### config.mk
export PLATFORM = sky130hd
export DESIGN_NAME = cit_core
export DESIGN_NICKNAME = d
export VERILOG_FILES = /design/src/core/cit_pkg.sv /design/src/core/cit_core.sv /design/src/core/cit_decode.sv
export SDC_FILE = /design/constraint.sdc
export NUM_CORES = 1
export LEC_CHECK = 0
export ABC_AREA = 1
export BUFFER_PORTS_ARGS = -buffer_cell sky130_fd_sc_hd__buf_2
export CAP_MARGIN = 20
export CELL_PAD_IN_SITES_DETAIL_PLACEMENT = 1
export CELL_PAD_IN_SITES_GLOBAL_PLACEMENT = 1
export CORE_ASPECT_RATIO = 0.8
export CORE_UTILIZATION = 41
export CTS_CLUSTER_DIAMETER = 60
export DETAILED_ROUTE_END_ITERATION = 16
export GPL_TIMING_DRIVEN = 0
export PLACE_DENSITY = 0.86
export SLEW_MARGIN = 20
export SYNTH_ARGS = -nofsm -noshare
export SYNTH_HDL_FRONTEND = slang
export SYNTH_SLANG_ARGS = --single-unit
export TNS_END_PERCENT = 30
### constraint.sdc
create_clock -name mclk -period 5.3 [get_ports mclk]
set_clock_uncertainty 0.05 [all_clocks]
set_input_delay 0.795 -clock mclk [delete_from_list [all_inputs] [get_ports mclk]]
set_output_delay 0.795 -clock mclk [all_outputs]
set_load 0.05 [all_outputs]
### src/core/cit_pkg.sv
// shared constants, opcode map and carrier types of the instruction timing core
// assumes one system clock; operands arrive already fetched from the pipeline
// What this block does
// RQ1 - opcodes, addressing forms and status flags match the standard 8-bit set
// RQ2 - every timing is counted in system clocks, no machine cycle
// RQ3 - most instructions take as many clocks as they have program bytes
// RQ4 - a conditional branch not taken finishes one clock before a taken one
// RQ5 - no instruction needs more than eight system clocks
// RQ6 - the full core decodes 109 distinct instructions; this block decodes 72 opcodes and flags every other one as foreign
// RQ7 - system clock from zero to 25MHz, one instruction per clock at peak
// RQ8 - add: register 1/1, direct and immediate 2/2, indirect 1/2
// RQ9 - add with carry: register 1/1, direct and immediate 2/2, indirect 1/2
// RQ10 - subtract with borrow: register 1/1, direct and immediate 2/2, indirect 1/2
// RQ11 - program store control bits steer the external move to program flash
// RQ12 - with data space selected the external move reaches external data ram
// RQ13 - software reads and changes flash one byte per access
package cit_pkg;

	localparam int unsigned CIT_CLK_HZ_MAX = 25_000_000;
	localparam int unsigned CIT_CYC_MAX = 8;
	localparam int unsigned CIT_INSTR_TOTAL = 109;

	localparam logic [3:0] CIT_CYC_1 = 4'h1;
	localparam logic [3:0] CIT_CYC_2 = 4'h2;
	localparam logic [3:0] CIT_CYC_3 = 4'h3;
	localparam logic [1:0] CIT_LEN_1 = 2'h1;
	localparam logic [1:0] CIT_LEN_2 = 2'h2;

	// program store control field positions
	localparam int unsigned CIT_PSC_FLASH_WR_BIT = 0;
	localparam int unsigned CIT_PSC_FLASH_RD_BIT = 1;

	// opcode rows and columns of the arithmetic group
	localparam logic [3:0] CIT_ROW_INC = 4'h0;
	localparam logic [3:0] CIT_ROW_DEC = 4'h1;
	localparam logic [3:0] CIT_ROW_ADD = 4'h2;
	localparam logic [3:0] CIT_ROW_ADD_CY = 4'h3;
	localparam logic [3:0] CIT_ROW_SUB_BR = 4'h9;
	localparam logic [3:0] CIT_COL_ACC = 4'h4;
	localparam logic [3:0] CIT_COL_DIR = 4'h5;
	localparam logic [3:0] CIT_COL_IND0 = 4'h6;
	localparam logic [3:0] CIT_COL_IND1 = 4'h7;

	localparam logic [7:0] CIT_OP_JC = 8'h40;
	localparam logic [7:0] CIT_OP_JNC = 8'h50;
	localparam logic [7:0] CIT_OP_JZ = 8'h60;
	localparam logic [7:0] CIT_OP_JNZ = 8'h70;
	localparam logic [7:0] CIT_OP_CODERD_DPTR = 8'h93;
	localparam logic [7:0] CIT_OP_CODERD_PC = 8'h83;
	localparam logic [7:0] CIT_OP_XRD_DPTR = 8'hE0;
	localparam logic [7:0] CIT_OP_XRD_R0 = 8'hE2;
	localparam logic [7:0] CIT_OP_XRD_R1 = 8'hE3;
	localparam logic [7:0] CIT_OP_XWR_DPTR = 8'hF0;
	localparam logic [7:0] CIT_OP_XWR_R0 = 8'hF2;
	localparam logic [7:0] CIT_OP_XWR_R1 = 8'hF3;

	typedef enum logic [4:0] {
		CIT_K_ARITH = 5'h01,
		CIT_K_BRANCH = 5'h02,
		CIT_K_XMOVE = 5'h04,
		CIT_K_CODERD = 5'h08,
		CIT_K_FOREIGN = 5'h10
	} cit_kind_type;

	typedef enum logic [2:0] {
		CIT_ALU_ADD = 3'h0,
		CIT_ALU_ADD_CY = 3'h1,
		CIT_ALU_SUB_BR = 3'h2,
		CIT_ALU_INC = 3'h3,
		CIT_ALU_DEC = 3'h4
	} cit_alu_type;

	typedef enum logic [1:0] {
		CIT_ST_IDLE = 2'h1,
		CIT_ST_EXEC = 2'h2
	} cit_state_type;

	typedef struct packed {
		logic [7:0] op;
		logic [7:0] b1;
		logic [7:0] src;
	} cit_instr_type;

	typedef struct packed {
		cit_kind_type kind;
		cit_alu_type alu;
		logic imm;
		logic on_acc;
		logic is_wr;
		logic use_dptr;
		logic [1:0] len;
		logic [3:0] cyc;
	} cit_dec_type;

	typedef struct packed {
		logic flash;
		logic we;
		logic [15:0] addr;
		logic [7:0] wdata;
	} cit_mem_type;

	typedef struct packed {
		logic cy;
		logic ac;
		logic ov;
	} cit_flags_type;

endpackage

### src/core/cit_core.sv
// instruction timing core: arithmetic group, conditional branch timing,
// external and code space moves
// assumes fetched operands on ins, memory answering one clock after a request
`timescale 1ns/1ps
module cit_core
	import cit_pkg::*;
#(
	parameter int unsigned CLK_HZ = CIT_CLK_HZ_MAX,
	parameter int unsigned CNT_W = 4
) (
	// clock and reset
	input wire logic mclk,
	input wire logic rstn,
	// instruction handoff
	input wire logic ins_valid,
	input wire cit_instr_type ins,
	input wire logic [15:0] pc,
	input wire logic [15:0] dptr,
	output logic ins_ready,
	// program store control
	input wire logic [1:0] program_store_control,
	// memory port
	output logic mem_req,
	output cit_mem_type mem,
	input wire logic [7:0] mem_rdata,
	// results
	output logic retire,
	output logic [3:0] cycles_used,
	output logic [7:0] acc,
	output cit_flags_type program_status_word,
	output logic wb_valid,
	output logic [7:0] wb_data,
	output logic redirect,
	output logic [7:0] rel,
	output logic foreign
);

	if (CLK_HZ > CIT_CLK_HZ_MAX) begin : g_clk_chk
		$error("system clock above supported maximum"); // RQ7
	end
	if ((2 ** CNT_W) <= CIT_CYC_MAX) begin : g_cnt_chk
		$error("cycle counter too narrow for longest instruction"); // RQ5
	end

	cit_state_type state_q, state_d;
	cit_instr_type ins_q;
	cit_dec_type dec;
	logic [CNT_W-1:0] cnt_q;
	logic [3:0] total_q;
	logic ready_q, retire_q, mem_req_q, wb_valid_q, redirect_q, foreign_q;
	logic [3:0] cycles_q;
	logic [7:0] acc_q, wb_q, rel_q;
	cit_flags_type flags_q;
	cit_mem_type mem_q;

	// the decoder sees the live opcode while idle, the held one while busy
	wire busy = (state_q == CIT_ST_EXEC);
	wire cit_instr_type cur = busy ? ins_q : ins;

	cit_decode u_dec (
		.op(cur.op),
		.dec(dec)
	);

	// offers while busy are ignored, never queued
	wire accept = ins_valid && ready_q && !busy;

	// branch condition from the current accumulator and carry
	wire cond = (cur.op == CIT_OP_JC) ? flags_q.cy :
		(cur.op == CIT_OP_JNC) ? !flags_q.cy :
		(cur.op == CIT_OP_JZ) ? (acc_q == 8'h00) : (acc_q != 8'h00);
	wire taken = (dec.kind == CIT_K_BRANCH) && cond;
	wire [3:0] total = dec.cyc + {3'h0, taken}; // RQ4
	// one-clock work commits at the taking edge itself
	wire finish_now = accept && (total == CIT_CYC_1);
	wire finish_late = busy && (cnt_q == {{(CNT_W-1){1'b0}}, 1'b1});
	wire commit = finish_now || finish_late; // RQ2 RQ3

	// arithmetic datapath, flags as in the standard set
	wire [7:0] opa = acc_q;
	wire [7:0] opb = dec.on_acc ? acc_q : dec.imm ? cur.b1 : cur.src;
	wire cin = ((dec.alu == CIT_ALU_ADD_CY) || (dec.alu == CIT_ALU_SUB_BR)) ? flags_q.cy : 1'b0;
	wire [8:0] sum9 = {1'b0, opa} + {1'b0, opb} + {8'h00, cin};
	wire [4:0] sum5 = {1'b0, opa[3:0]} + {1'b0, opb[3:0]} + {4'h0, cin};
	wire [7:0] sum8 = {1'b0, opa[6:0]} + {1'b0, opb[6:0]} + {7'h00, cin};
	wire [8:0] dif9 = {1'b0, opa} - {1'b0, opb} - {8'h00, cin};
	wire [4:0] dif5 = {1'b0, opa[3:0]} - {1'b0, opb[3:0]} - {4'h0, cin};
	wire [7:0] dif8 = {1'b0, opa[6:0]} - {1'b0, opb[6:0]} - {7'h00, cin};
	wire is_sub = (dec.alu == CIT_ALU_SUB_BR);
	wire is_incdec = (dec.alu == CIT_ALU_INC) || (dec.alu == CIT_ALU_DEC);
	wire [7:0] step = (dec.alu == CIT_ALU_INC) ? opb + 8'h01 : opb - 8'h01;
	wire [7:0] ar_res = is_incdec ? step : is_sub ? dif9[7:0] : sum9[7:0];
	// carry, half carry and overflow; overflow is carry into bit 7 against out
	wire cit_flags_type ar_flags = is_sub ?
		cit_flags_type'{cy: dif9[8], ac: dif5[4], ov: dif9[8] ^ dif8[7]} :
		cit_flags_type'{cy: sum9[8], ac: sum5[4], ov: sum9[8] ^ sum8[7]}; // RQ1
	// increment and decrement leave the status word alone
	wire ar_to_acc = !is_incdec || dec.on_acc;

	// external move steering; code space read always goes to flash
	wire flash_sel = (dec.kind == CIT_K_CODERD) ? 1'b1 :
		dec.is_wr ? program_store_control[CIT_PSC_FLASH_WR_BIT] :
		program_store_control[CIT_PSC_FLASH_RD_BIT]; // RQ11 RQ12
	wire [15:0] base = (dec.kind == CIT_K_CODERD) ? (dec.use_dptr ? dptr : pc) :
		(dec.use_dptr ? dptr : {8'h00, cur.src});
	wire [15:0] xaddr = (dec.kind == CIT_K_CODERD) ? base + {8'h00, acc_q} : base;
	wire memop = (dec.kind == CIT_K_XMOVE) || (dec.kind == CIT_K_CODERD);
	wire mem_load = memop && !dec.is_wr;

	always_comb begin
		state_d = state_q;
		case (state_q)
			CIT_ST_IDLE: begin
				if (accept && !finish_now) begin
					state_d = CIT_ST_EXEC;
				end
			end
			CIT_ST_EXEC: begin
				if (finish_late) begin
					state_d = CIT_ST_IDLE;
				end
			end
			default: begin
				state_d = CIT_ST_IDLE;
			end
		endcase
	end

	always_ff @(posedge mclk or negedge rstn) begin
		if (!rstn) begin
			state_q <= CIT_ST_IDLE;
			ins_q <= '0;
			cnt_q <= '0;
			total_q <= 4'h0;
		end else begin
			state_q <= state_d;
			if (accept) begin
				ins_q <= ins;
				total_q <= total;
				cnt_q <= CNT_W'(total - 4'h1); // RQ5
			end else if (busy) begin
				cnt_q <= cnt_q - {{(CNT_W-1){1'b0}}, 1'b1};
			end
		end
	end

	// ready drops for all but the first clock of a multi-clock instruction
	always_ff @(posedge mclk or negedge rstn) begin
		if (!rstn) begin
			ready_q <= 1'b1;
		end else begin
			ready_q <= (state_d == CIT_ST_IDLE); // RQ3
		end
	end

	// one byte per request, issued the clock after acceptance
	always_ff @(posedge mclk or negedge rstn) begin
		if (!rstn) begin
			mem_req_q <= 1'b0;
			mem_q <= '0;
		end else begin
			mem_req_q <= accept && memop; // RQ13
			if (accept && memop) begin
				mem_q <= '{flash: flash_sel, we: dec.is_wr, addr: xaddr, wdata: acc_q};
			end
		end
	end

	always_ff @(posedge mclk or negedge rstn) begin
		if (!rstn) begin
			acc_q <= 8'h00;
			flags_q <= '0;
		end else if (commit && (dec.kind == CIT_K_ARITH)) begin
			if (ar_to_acc) begin
				acc_q <= ar_res;
			end
			if (!is_incdec) begin
				flags_q <= ar_flags; // RQ8 RQ9 RQ10
			end
		end else if (commit && mem_load) begin
			acc_q <= mem_rdata; // RQ12 RQ13
		end
	end

	always_ff @(posedge mclk or negedge rstn) begin
		if (!rstn) begin
			retire_q <= 1'b0;
			cycles_q <= 4'h0;
			wb_valid_q <= 1'b0;
			wb_q <= 8'h00;
			redirect_q <= 1'b0;
			rel_q <= 8'h00;
			foreign_q <= 1'b0;
		end else begin
			retire_q <= commit;
			wb_valid_q <= commit && (dec.kind == CIT_K_ARITH) && !ar_to_acc;
			redirect_q <= commit && taken;
			foreign_q <= commit && (dec.kind == CIT_K_FOREIGN); // RQ6
			if (commit) begin
				cycles_q <= finish_now ? total : total_q;
				wb_q <= ar_res;
				rel_q <= cur.b1;
			end
		end
	end

	// every output is a flop; no decode reaches a pin
	assign ins_ready = ready_q;
	assign mem_req = mem_req_q;
	assign mem = mem_q;
	assign retire = retire_q;
	assign cycles_used = cycles_q;
	assign acc = acc_q;
	assign program_status_word = flags_q;
	assign wb_valid = wb_valid_q;
	assign wb_data = wb_q;
	assign redirect = redirect_q;
	assign rel = rel_q;
	assign foreign = foreign_q;

endmodule

### src/core/cit_decode.sv
// opcode decoder: kind, operand form, length and base clock count
// assumes a pure combinational use by cit_core
`timescale 1ns/1ps
module cit_decode
	import cit_pkg::*;
(
	// opcode in
	input wire logic [7:0] op,
	// decoded fields out
	output cit_dec_type dec
);

	wire [3:0] row = op[7:4];
	wire [3:0] col = op[3:0];
	wire row_arith = (row == CIT_ROW_INC) || (row == CIT_ROW_DEC) || (row == CIT_ROW_ADD)
		|| (row == CIT_ROW_ADD_CY) || (row == CIT_ROW_SUB_BR);
	wire col_arith = (col >= CIT_COL_ACC);
	wire is_arith = row_arith && col_arith;
	wire incdec = (row == CIT_ROW_INC) || (row == CIT_ROW_DEC);
	wire f_acc = (col == CIT_COL_ACC);
	wire f_dir = (col == CIT_COL_DIR);
	wire f_ind = (col == CIT_COL_IND0) || (col == CIT_COL_IND1);
	wire is_branch = (op == CIT_OP_JC) || (op == CIT_OP_JNC) || (op == CIT_OP_JZ)
		|| (op == CIT_OP_JNZ);
	wire is_xrd = (op == CIT_OP_XRD_DPTR) || (op == CIT_OP_XRD_R0) || (op == CIT_OP_XRD_R1);
	wire is_xwr = (op == CIT_OP_XWR_DPTR) || (op == CIT_OP_XWR_R0) || (op == CIT_OP_XWR_R1);
	wire is_coderd = (op == CIT_OP_CODERD_DPTR) || (op == CIT_OP_CODERD_PC);
	// immediate shares the accumulator column on the add rows
	wire imm_form = f_acc && !incdec;
	wire two_byte = f_dir || imm_form;
	// indirect pays one extra clock over its single byte
	wire [3:0] ar_cyc = (two_byte || f_ind) ? CIT_CYC_2 : CIT_CYC_1; // RQ8 RQ9 RQ10
	wire [1:0] ar_len = two_byte ? CIT_LEN_2 : CIT_LEN_1; // RQ3
	wire cit_alu_type alu_sel = (row == CIT_ROW_INC) ? CIT_ALU_INC :
		(row == CIT_ROW_DEC) ? CIT_ALU_DEC :
		(row == CIT_ROW_ADD) ? CIT_ALU_ADD :
		(row == CIT_ROW_ADD_CY) ? CIT_ALU_ADD_CY : CIT_ALU_SUB_BR; // RQ1

	assign dec.kind = is_arith ? CIT_K_ARITH : is_branch ? CIT_K_BRANCH :
		(is_xrd || is_xwr) ? CIT_K_XMOVE : is_coderd ? CIT_K_CODERD : CIT_K_FOREIGN;
	assign dec.alu = alu_sel;
	assign dec.imm = imm_form;
	assign dec.on_acc = f_acc && incdec;
	assign dec.is_wr = is_xwr;
	assign dec.use_dptr = (col == 4'h0) || (op == CIT_OP_CODERD_DPTR);
	assign dec.len = is_arith ? ar_len : is_branch ? CIT_LEN_2 : CIT_LEN_1;
	// branch base is the not-taken count; the core adds one when taken
	assign dec.cyc = is_arith ? ar_cyc : is_branch ? CIT_CYC_2 :
		(is_xrd || is_xwr || is_coderd) ? CIT_CYC_3 : CIT_CYC_1; // RQ2 RQ4

endmodule

## Yosys cells after proc, flatten, opt, wreduce, memory -nomap -nowiden

Index checks and enable logic that the tools add are counted.

- Register bits: 97
- Bits of input ports: 69
- Word-level logic and storage cells: 172

- $add $sub $neg: 18
- Order comparisons: 1
- Equality and inequality tests: 35
- Muxes and demuxes: 38
- Bitwise logic cells: 3
- Reduce and logical (&&, ||, !) cells: 54

Operators by type and width:

| kind | count |
|---|---|
| 8-bit == test, second input constant | 8 |
| 16-bit two-way mux | 4 |
| 8-bit two-way mux | 8 |
| 8-bit by 7-bit == test with 1-bit output, second input constant | 4 |
| 24-bit two-way mux | 1 |
| 1-bit logical OR | 23 |
| 4-bit two-way mux | 5 |
| 5-bit two-way mux | 4 |
| 16-bit by 8-bit adder with 16-bit output | 1 |
| 4-bit by 3-bit == test with 1-bit output, second input constant | 4 |
| 1-bit logical AND | 16 |
| 4-bit by 1-bit == test with 1-bit output, second input constant | 3 |
| 3-bit two-way mux | 4 |
| 2-bit two-way mux | 5 |
| 8-bit by 8-bit adder with 9-bit output | 1 |
| 9-bit by 1-bit adder with 9-bit output | 1 |
| 8-bit by 8-bit subtractor with 9-bit output | 1 |
| 9-bit by 1-bit subtractor with 9-bit output | 1 |
| 7-bit by 7-bit adder with 8-bit output | 1 |
| 8-bit by 1-bit adder with 8-bit output | 1 |
| 8-bit by 1-bit adder with 8-bit output, second input constant | 1 |
| 4-bit by 2-bit == test with 1-bit output, second input constant | 2 |
| 4-bit zero test | 2 |
| 8-bit zero test | 1 |
| 30 further kinds | 47 |

## Longest topological paths before layout

- Depth after elaboration: 19
- Gate-level depth with buffers: 31
- Depth with buffers taken out: 29

## Modules after synthesis

From an unflattened synthesis, not the netlist that was laid out.

- Cell total of the unflattened synthesis: 1,028
- Area, all modules: 7,253.2 um^2

Modules (own cells, without submodules):

| module | times used | cells each | area each (um^2) |
|---|---|---|---|
| cit_core | 1 | 957 | 6,920.4 |
| cit_decode | 1 | 71 | 332.8 |

## Worst setup path before layout

No wires, ideal clock.

- Path kind: reg2reg
- From: register state_q[0]
- To: register acc_q[4], in the netlist acc[4]
- Library setup time: 0.130 ns
- Data arrival time: 3.784 ns
- Slack: 1.336 ns
- Cell stages (with the launch flop): 24
- Path buffers: 1
- Path through: dfstp_2 inv_1 ha_1 inv_1 buf_6 nand2_1 nand2_1 nand4_1 nor2_1 inv_1 o22ai_1 inv_1 fa_1 inv_1 nand2_1 a21oi_1 inv_1 or2_2 nand3_1 a21oi_1 a31oi_1 nand2_1 o211ai_1 o21ai_0

- Longest elaborated chain between the ends: 18

RTL lines:

| element | RTL line | source |
|---|---|---|
| start: declaration | cit_core.sv:45 | `cit_state_type state_q, state_d;` |
| start signal: assignment | cit_core.sv:136 | `state_q <= state_d;` |
| 2-bit == test * | cit_core.sv:57 | `wire busy = (state_q == CIT_ST_EXEC);` |
| parallel branches: the longest is 17 deep, another holds 8-bit by 8-bit adder with 9-bit output | - |  |
| end signal: assignment | cit_core.sv:175 | `acc_q <= ar_res;` |
| end signal: assignment | cit_core.sv:181 | `acc_q <= mem_rdata;` |
| end: declaration | cit_core.sv:52 | `logic [7:0] acc_q, wb_q, rel_q;` |

Mark *: on every way between the ends. The select of a mux whose other input is x is not followed.
A chain may end at the register's enable or synchronous reset.

## Final worst setup path

- From: register state_q[0]
- To: register acc_q[6], in the netlist acc[6]

- Longest elaborated chain between the ends: 18

RTL lines:

| element | RTL line | source |
|---|---|---|
| 2-bit == test * | cit_core.sv:57 |  |
| 24-bit two-way mux * | cit_core.sv:58 | `wire cit_instr_type cur = busy ? ins_q : ins;` |
| 8-bit == test, or another cell as far along | cit_decode.sv:25 | `wire is_xrd = (op == CIT_OP_XRD_DPTR) \|\| (op == CIT_OP_XRD_R0) \|\| (op == CIT_OP_XRD_R1);` |
| 1-bit logical OR (on tied branches) | - |  |
| 1-bit logical OR (on tied branches) | cit_decode.sv:25, cit_decode.sv:15, cit_decode.sv:26 |  |
| 1-bit logical OR (on tied branches) | cit_decode.sv:40, cit_decode.sv:49, cit_decode.sv:16 |  |
| 5-bit two-way mux or 1-bit logical OR (tied branches) | cit_decode.sv:40, cit_decode.sv:16 |  |
| 5-bit two-way mux or 1-bit logical AND (tied branches) | cit_decode.sv:39, cit_decode.sv:18 |  |
| [3 not listed] | - |  |
| 4-bit by 1-bit adder with 4-bit output * | cit_core.sv:73 | `wire [3:0] total = dec.cyc + {3'h0, taken};` |
| via total[1] | cit_core.sv:73 |  |
| 4-bit by 1-bit == test with 1-bit output * | cit_core.sv:75 | `wire finish_now = accept && (total == CIT_CYC_1);` |
| 1-bit logical AND * | cit_core.sv:75 |  |
| 1-bit logical OR * | cit_core.sv:77 | `wire commit = finish_now \|\| finish_late;` |
| 1-bit logical AND (on tied branches) | cit_core.sv:173, cit_core.sv:180 |  |
| 2-bit != test (no source line) or 2-bit nonzero test (tied branches) | - |  |
| 2-bit AND reduction (no source line) | - |  |

The timed path passes the listed nets; every way through them passes the cells marked *. The select of a mux whose other input is x is not followed.

==> flow_summary_export.csv <==
group,metric,value,unit
clocking,clock_path_buffers,2,
pwr,p_leak,4.27,nW
setup_path,r2r_setup_slack,300,ps
detailed_routing,drt-pass1-iter-count,5,
synthesis,synth_seq_cells,95,
timing,drv_slew,0,
setup_path,r2r-start,"state_q[0]",
synthesis,syn_inst,938,
placement,io_buffers,130,
setup_path,crit_path_max_incr_delay,550,ps
placement,hpwl,18900,µm
timing,hold_viol_final,0,
pwr,power-per-cell-area,586,mW/mm²
clocking,cts.sink_count,95,
pwr,ir_drop,0.374,mV
clocking,cts_hold_buf,0,
synthesis,synth_edf_count,0,
global_route,grt_pass1_wl,38900,µm
synthesis,synthArstFlopShare,100,%
clocking,insertion_delay,360,ps
flow_run,cap_violations,0,
setup_path,cp.arrival,5180,ps
clocking,numCtsBuffers,9,
detailed_routing,wl,24000,µm
synthesis,synth.area.top_cells,"dfrtp_1 34%, nand2_1 14%, ha_1 8.4%, o21ai_0 5.9%, inv_1 5.8%",
setup_path,crit_top_cell,"nand2_1",
clocking,postCtsSetupRepairBufs,0,
timing,setup_viol,0,
layout,num-fill-cells,2134,
synthesis,syn_area,0.00687,mm²
detailed_routing,viasPerCell,5.42,
timing,hold_slack,284,ps
die,core_area,0.0161,mm²
setup_path,required,5490,ps
global_route,grt_max_degree,59,
die,rows,41,
layout,fin_nets,1201,
clocking,cts_resized,0,
clocking,root_buffer,"clkbuf_16",
setup_path,crit_chain,"inv_1 -> ha_1 -> inv_1 -> buf_6 -> nand2_1 -> nand2_1 -> nand2_1 -> or2_4 -> nor3_1 -> o21ai_0 -> a21oi_1 -> ha_1 -> inv_1 -> ha_1 -> inv_1 -> ha_1 -> nand2_1 -> nor2_1 -> nor2_2 -> clkinv_1 -> nand3_1 -> nand2_1 -> buf_4 -> o21ai_1",
timing,worstMarginPinSlew,928,ps
synthesis,avgSynthCellArea,7.32,µm²
setup_path,path_depth,24,
synthesis,ys_warn_count,0,
die,die_x,147,µm
setup_path,r2r-end,"acc[6]",
timing,fmax,200,MHz
layout,num_antenna_cells,0,
status,outcome,"finished, final reports clean",
setup_path,reg2reg_depth,24,
global_route,grt_pass1_vias,7337,
worst_hold_path,hp-class,"input pin to asynchronous set/reset pin",
synthesis,seq_area_frac_synth,34.7,%
die,pin_count,132,
global_route,grt-ovfl-total,0,
synthesis,synth_top_area_share,33.9,%
synthesis,synth_cell_types,55,
detailed_routing,drtIter0Drc,466,
synthesis,synth_nets,1059,
placement,placed_cell_area,0.00782,mm²
clocking,cts_max_level,3,
layout,multi_input_area,0.00389,mm²
die,initial_core_util,42.8,%
placement,finalWeightedCongestion,0.923,
die,die-area,0.0173,mm²
global_route,antenna_found_initial,0,
layout,instances_no_fill,1300,
layout,design_area,0.00814,mm²
setup_path,worstSetupPathType,"flip-flop to flip-flop",
detailed_routing,wl_per_cell,18.4,µm
timing,relSlewSlack,37.4,%
timing,min_period,5000,ps
clocking,cts_tree,"yes",
timing,post-route-period-util,94.3,%
clocking,clkTransAtPathRegs,70,ps
synthesis,synth-main-ff-cell,"dfrtp_1",
placement,place_inst,1284,
detailed_routing,ant_nets,0,
layout,syn_to_final_growth,18.5,%
setup_path,cp-endpoint,"acc[6]",
detailed_routing,drc,0,
setup_path,cp-end-kind,"flip-flop",
die,die_h,118,µm
layout,drive_gt1_share,20.3,%
setup_path,critPathLaunchType,"flip-flop",
synthesis,yosys.area.top_type,"dfrtp_1",
layout,register_area,0.00238,mm²
detailed_routing,num_vias,7045,
setup_path,cp_max_fo,10,
setup_path,critPathLaunch,"state_q[0]",
global_route,grt_usage,28.9,%
setup_path,crit_family,"simple AND/OR/NAND/NOR gates",
setup_path,crit_slowest_cell,"dfstp_2",
setup_path,critPathBufInv,7,
worst min-delay path by stage:
stage / startpoint / endpoint / depth (start not counted)
2_1_floorplan: ins_q[0] / ins_q[0] / 2
3_3_place_gp: ins_q[0] / ins_q[0] / 2
3_5_place_dp: ins_q[1] / ins_q[1] / 2
4_1_cts: rstn / ins_q[22] / 1
5_1_grt: rstn / ins_q[22] / 1
6_report: rstn / ins_q[22] / 1
state kept, by name (all words and copies together), names as in the netlist, 2 cells and up:
register             count
program_status_word      3
total_q                  3
cnt_q                    4
mem                     26
rel                      8
acc                      8
state_q                  2
cycles_used              3
ins_q                   24
wb_data                  8
through the flow:
step           setup WS, ps  power, mW  setup TNS (ps)  utilization [%]
3_5_place_dp            242       4.04               0             48.7
5_1_grt               -11.0       5.12           -11.0             50.7
2_1_floorplan          1340       3.23               0                -
6_report                304       4.77               0             50.7
4_1_cts                 176       4.76               0             50.6
3_3_place_gp            350       3.94               0             48.5
logic make-up (layout without fill, tap and decap cells):
kind of cell | count (synthesis) | after routing | synth area share [%]
AO/OA/AOI/OAI | 198 | 198 | 16.3
XOR/XNOR | 18 | 18 | 2.30
adder cells (fa/ha/maj) | 52 | 52 | 10.1
buffers and inverters | 143 | 290 | 8.85
flip-flops | 95 | 95 | 34.7
multiplexers | 4 | 4 | 0.583
other | 1 | 1 | 0.0546
AND/OR/NAND/NOR | 427 | 427 | 27.1
power by group:
| part | switching (mW) | leakage [nW] | internal (mW) | total, mW |
|---|---|---|---|---|
| Clock | 0.316 | 0.147 | 0.372 | 0.687 |
| Sequential | 0.246 | 1.19 | 1.02 | 1.27 |
| Combinational | 2.00 | 2.93 | 0.814 | 2.81 |
per-layer routing:
layer	part of all wire (%)	wire length, µm	vias up	global-route usage, %
met5	0	0	-	0
met4	2.2	516	0	9.51
met3	5.8	1390	39	5.47
met2	47	11300	211	47.5
met1	45	10800	3460	38.1
li1	-	-	3335	-
placed cells by master (no fill, tap or decap), types with 9 or more instances in the layout:
cell type / n
o21ai_1: 9
nand2_1: 257
o21ai_0: 80
inv_1: 106
clkbuf_1: 15
nand3_1: 42
dfrtp_1: 93
xor2_1: 11
nor2_1: 63
nand4_1: 11
a21oi_1: 65
buf_2: 134
a31oi_1: 10
ha_1: 46
nand2_2: 18
clkbuf_16: 9
cells in the mapped netlist (2+ instances only):
master,number
nand2_1,257
inv_1,106
dfrtp_1,93
o21ai_0,81
a21oi_1,65
nor2_1,64
ha_1,46
nand3_1,42
nand2_2,18
clkbuf_1,16
nand4_1,11
xor2_1,11
a31oi_1,10
o21ai_1,8
or2_2,7
xnor2_1,7
fa_1,6
inv_2,6
nor2_2,6
nor3_1,6
buf_2,5
a221oi_1,4
buf_6,4
mux2i_1,4
nand2_4,4
nor2_4,4
o21ai_2,4
o211ai_1,3
o21a_1,3
o221ai_1,3
o22ai_1,3
a211oi_1,2
a22oi_1,2
buf_4,2
dfstp_2,2
nand3_2,2
nand3b_1,2
o311ai_0,2
area by class of cell:
cell class / count / share of cell area [%]
multi-input cells: 700 / 47.8
flip-flops and latches: 95 / 29.2
repair buffers: 131 / 8.41
inverters: 113 / 5.21
well taps: 215 / 3.30
clock buffers: 9 / 2.77
plain buffers: 30 / 2.27
clock inverters: 7 / 0.953
No activity file was read; power rests on OpenSTA's default activity.
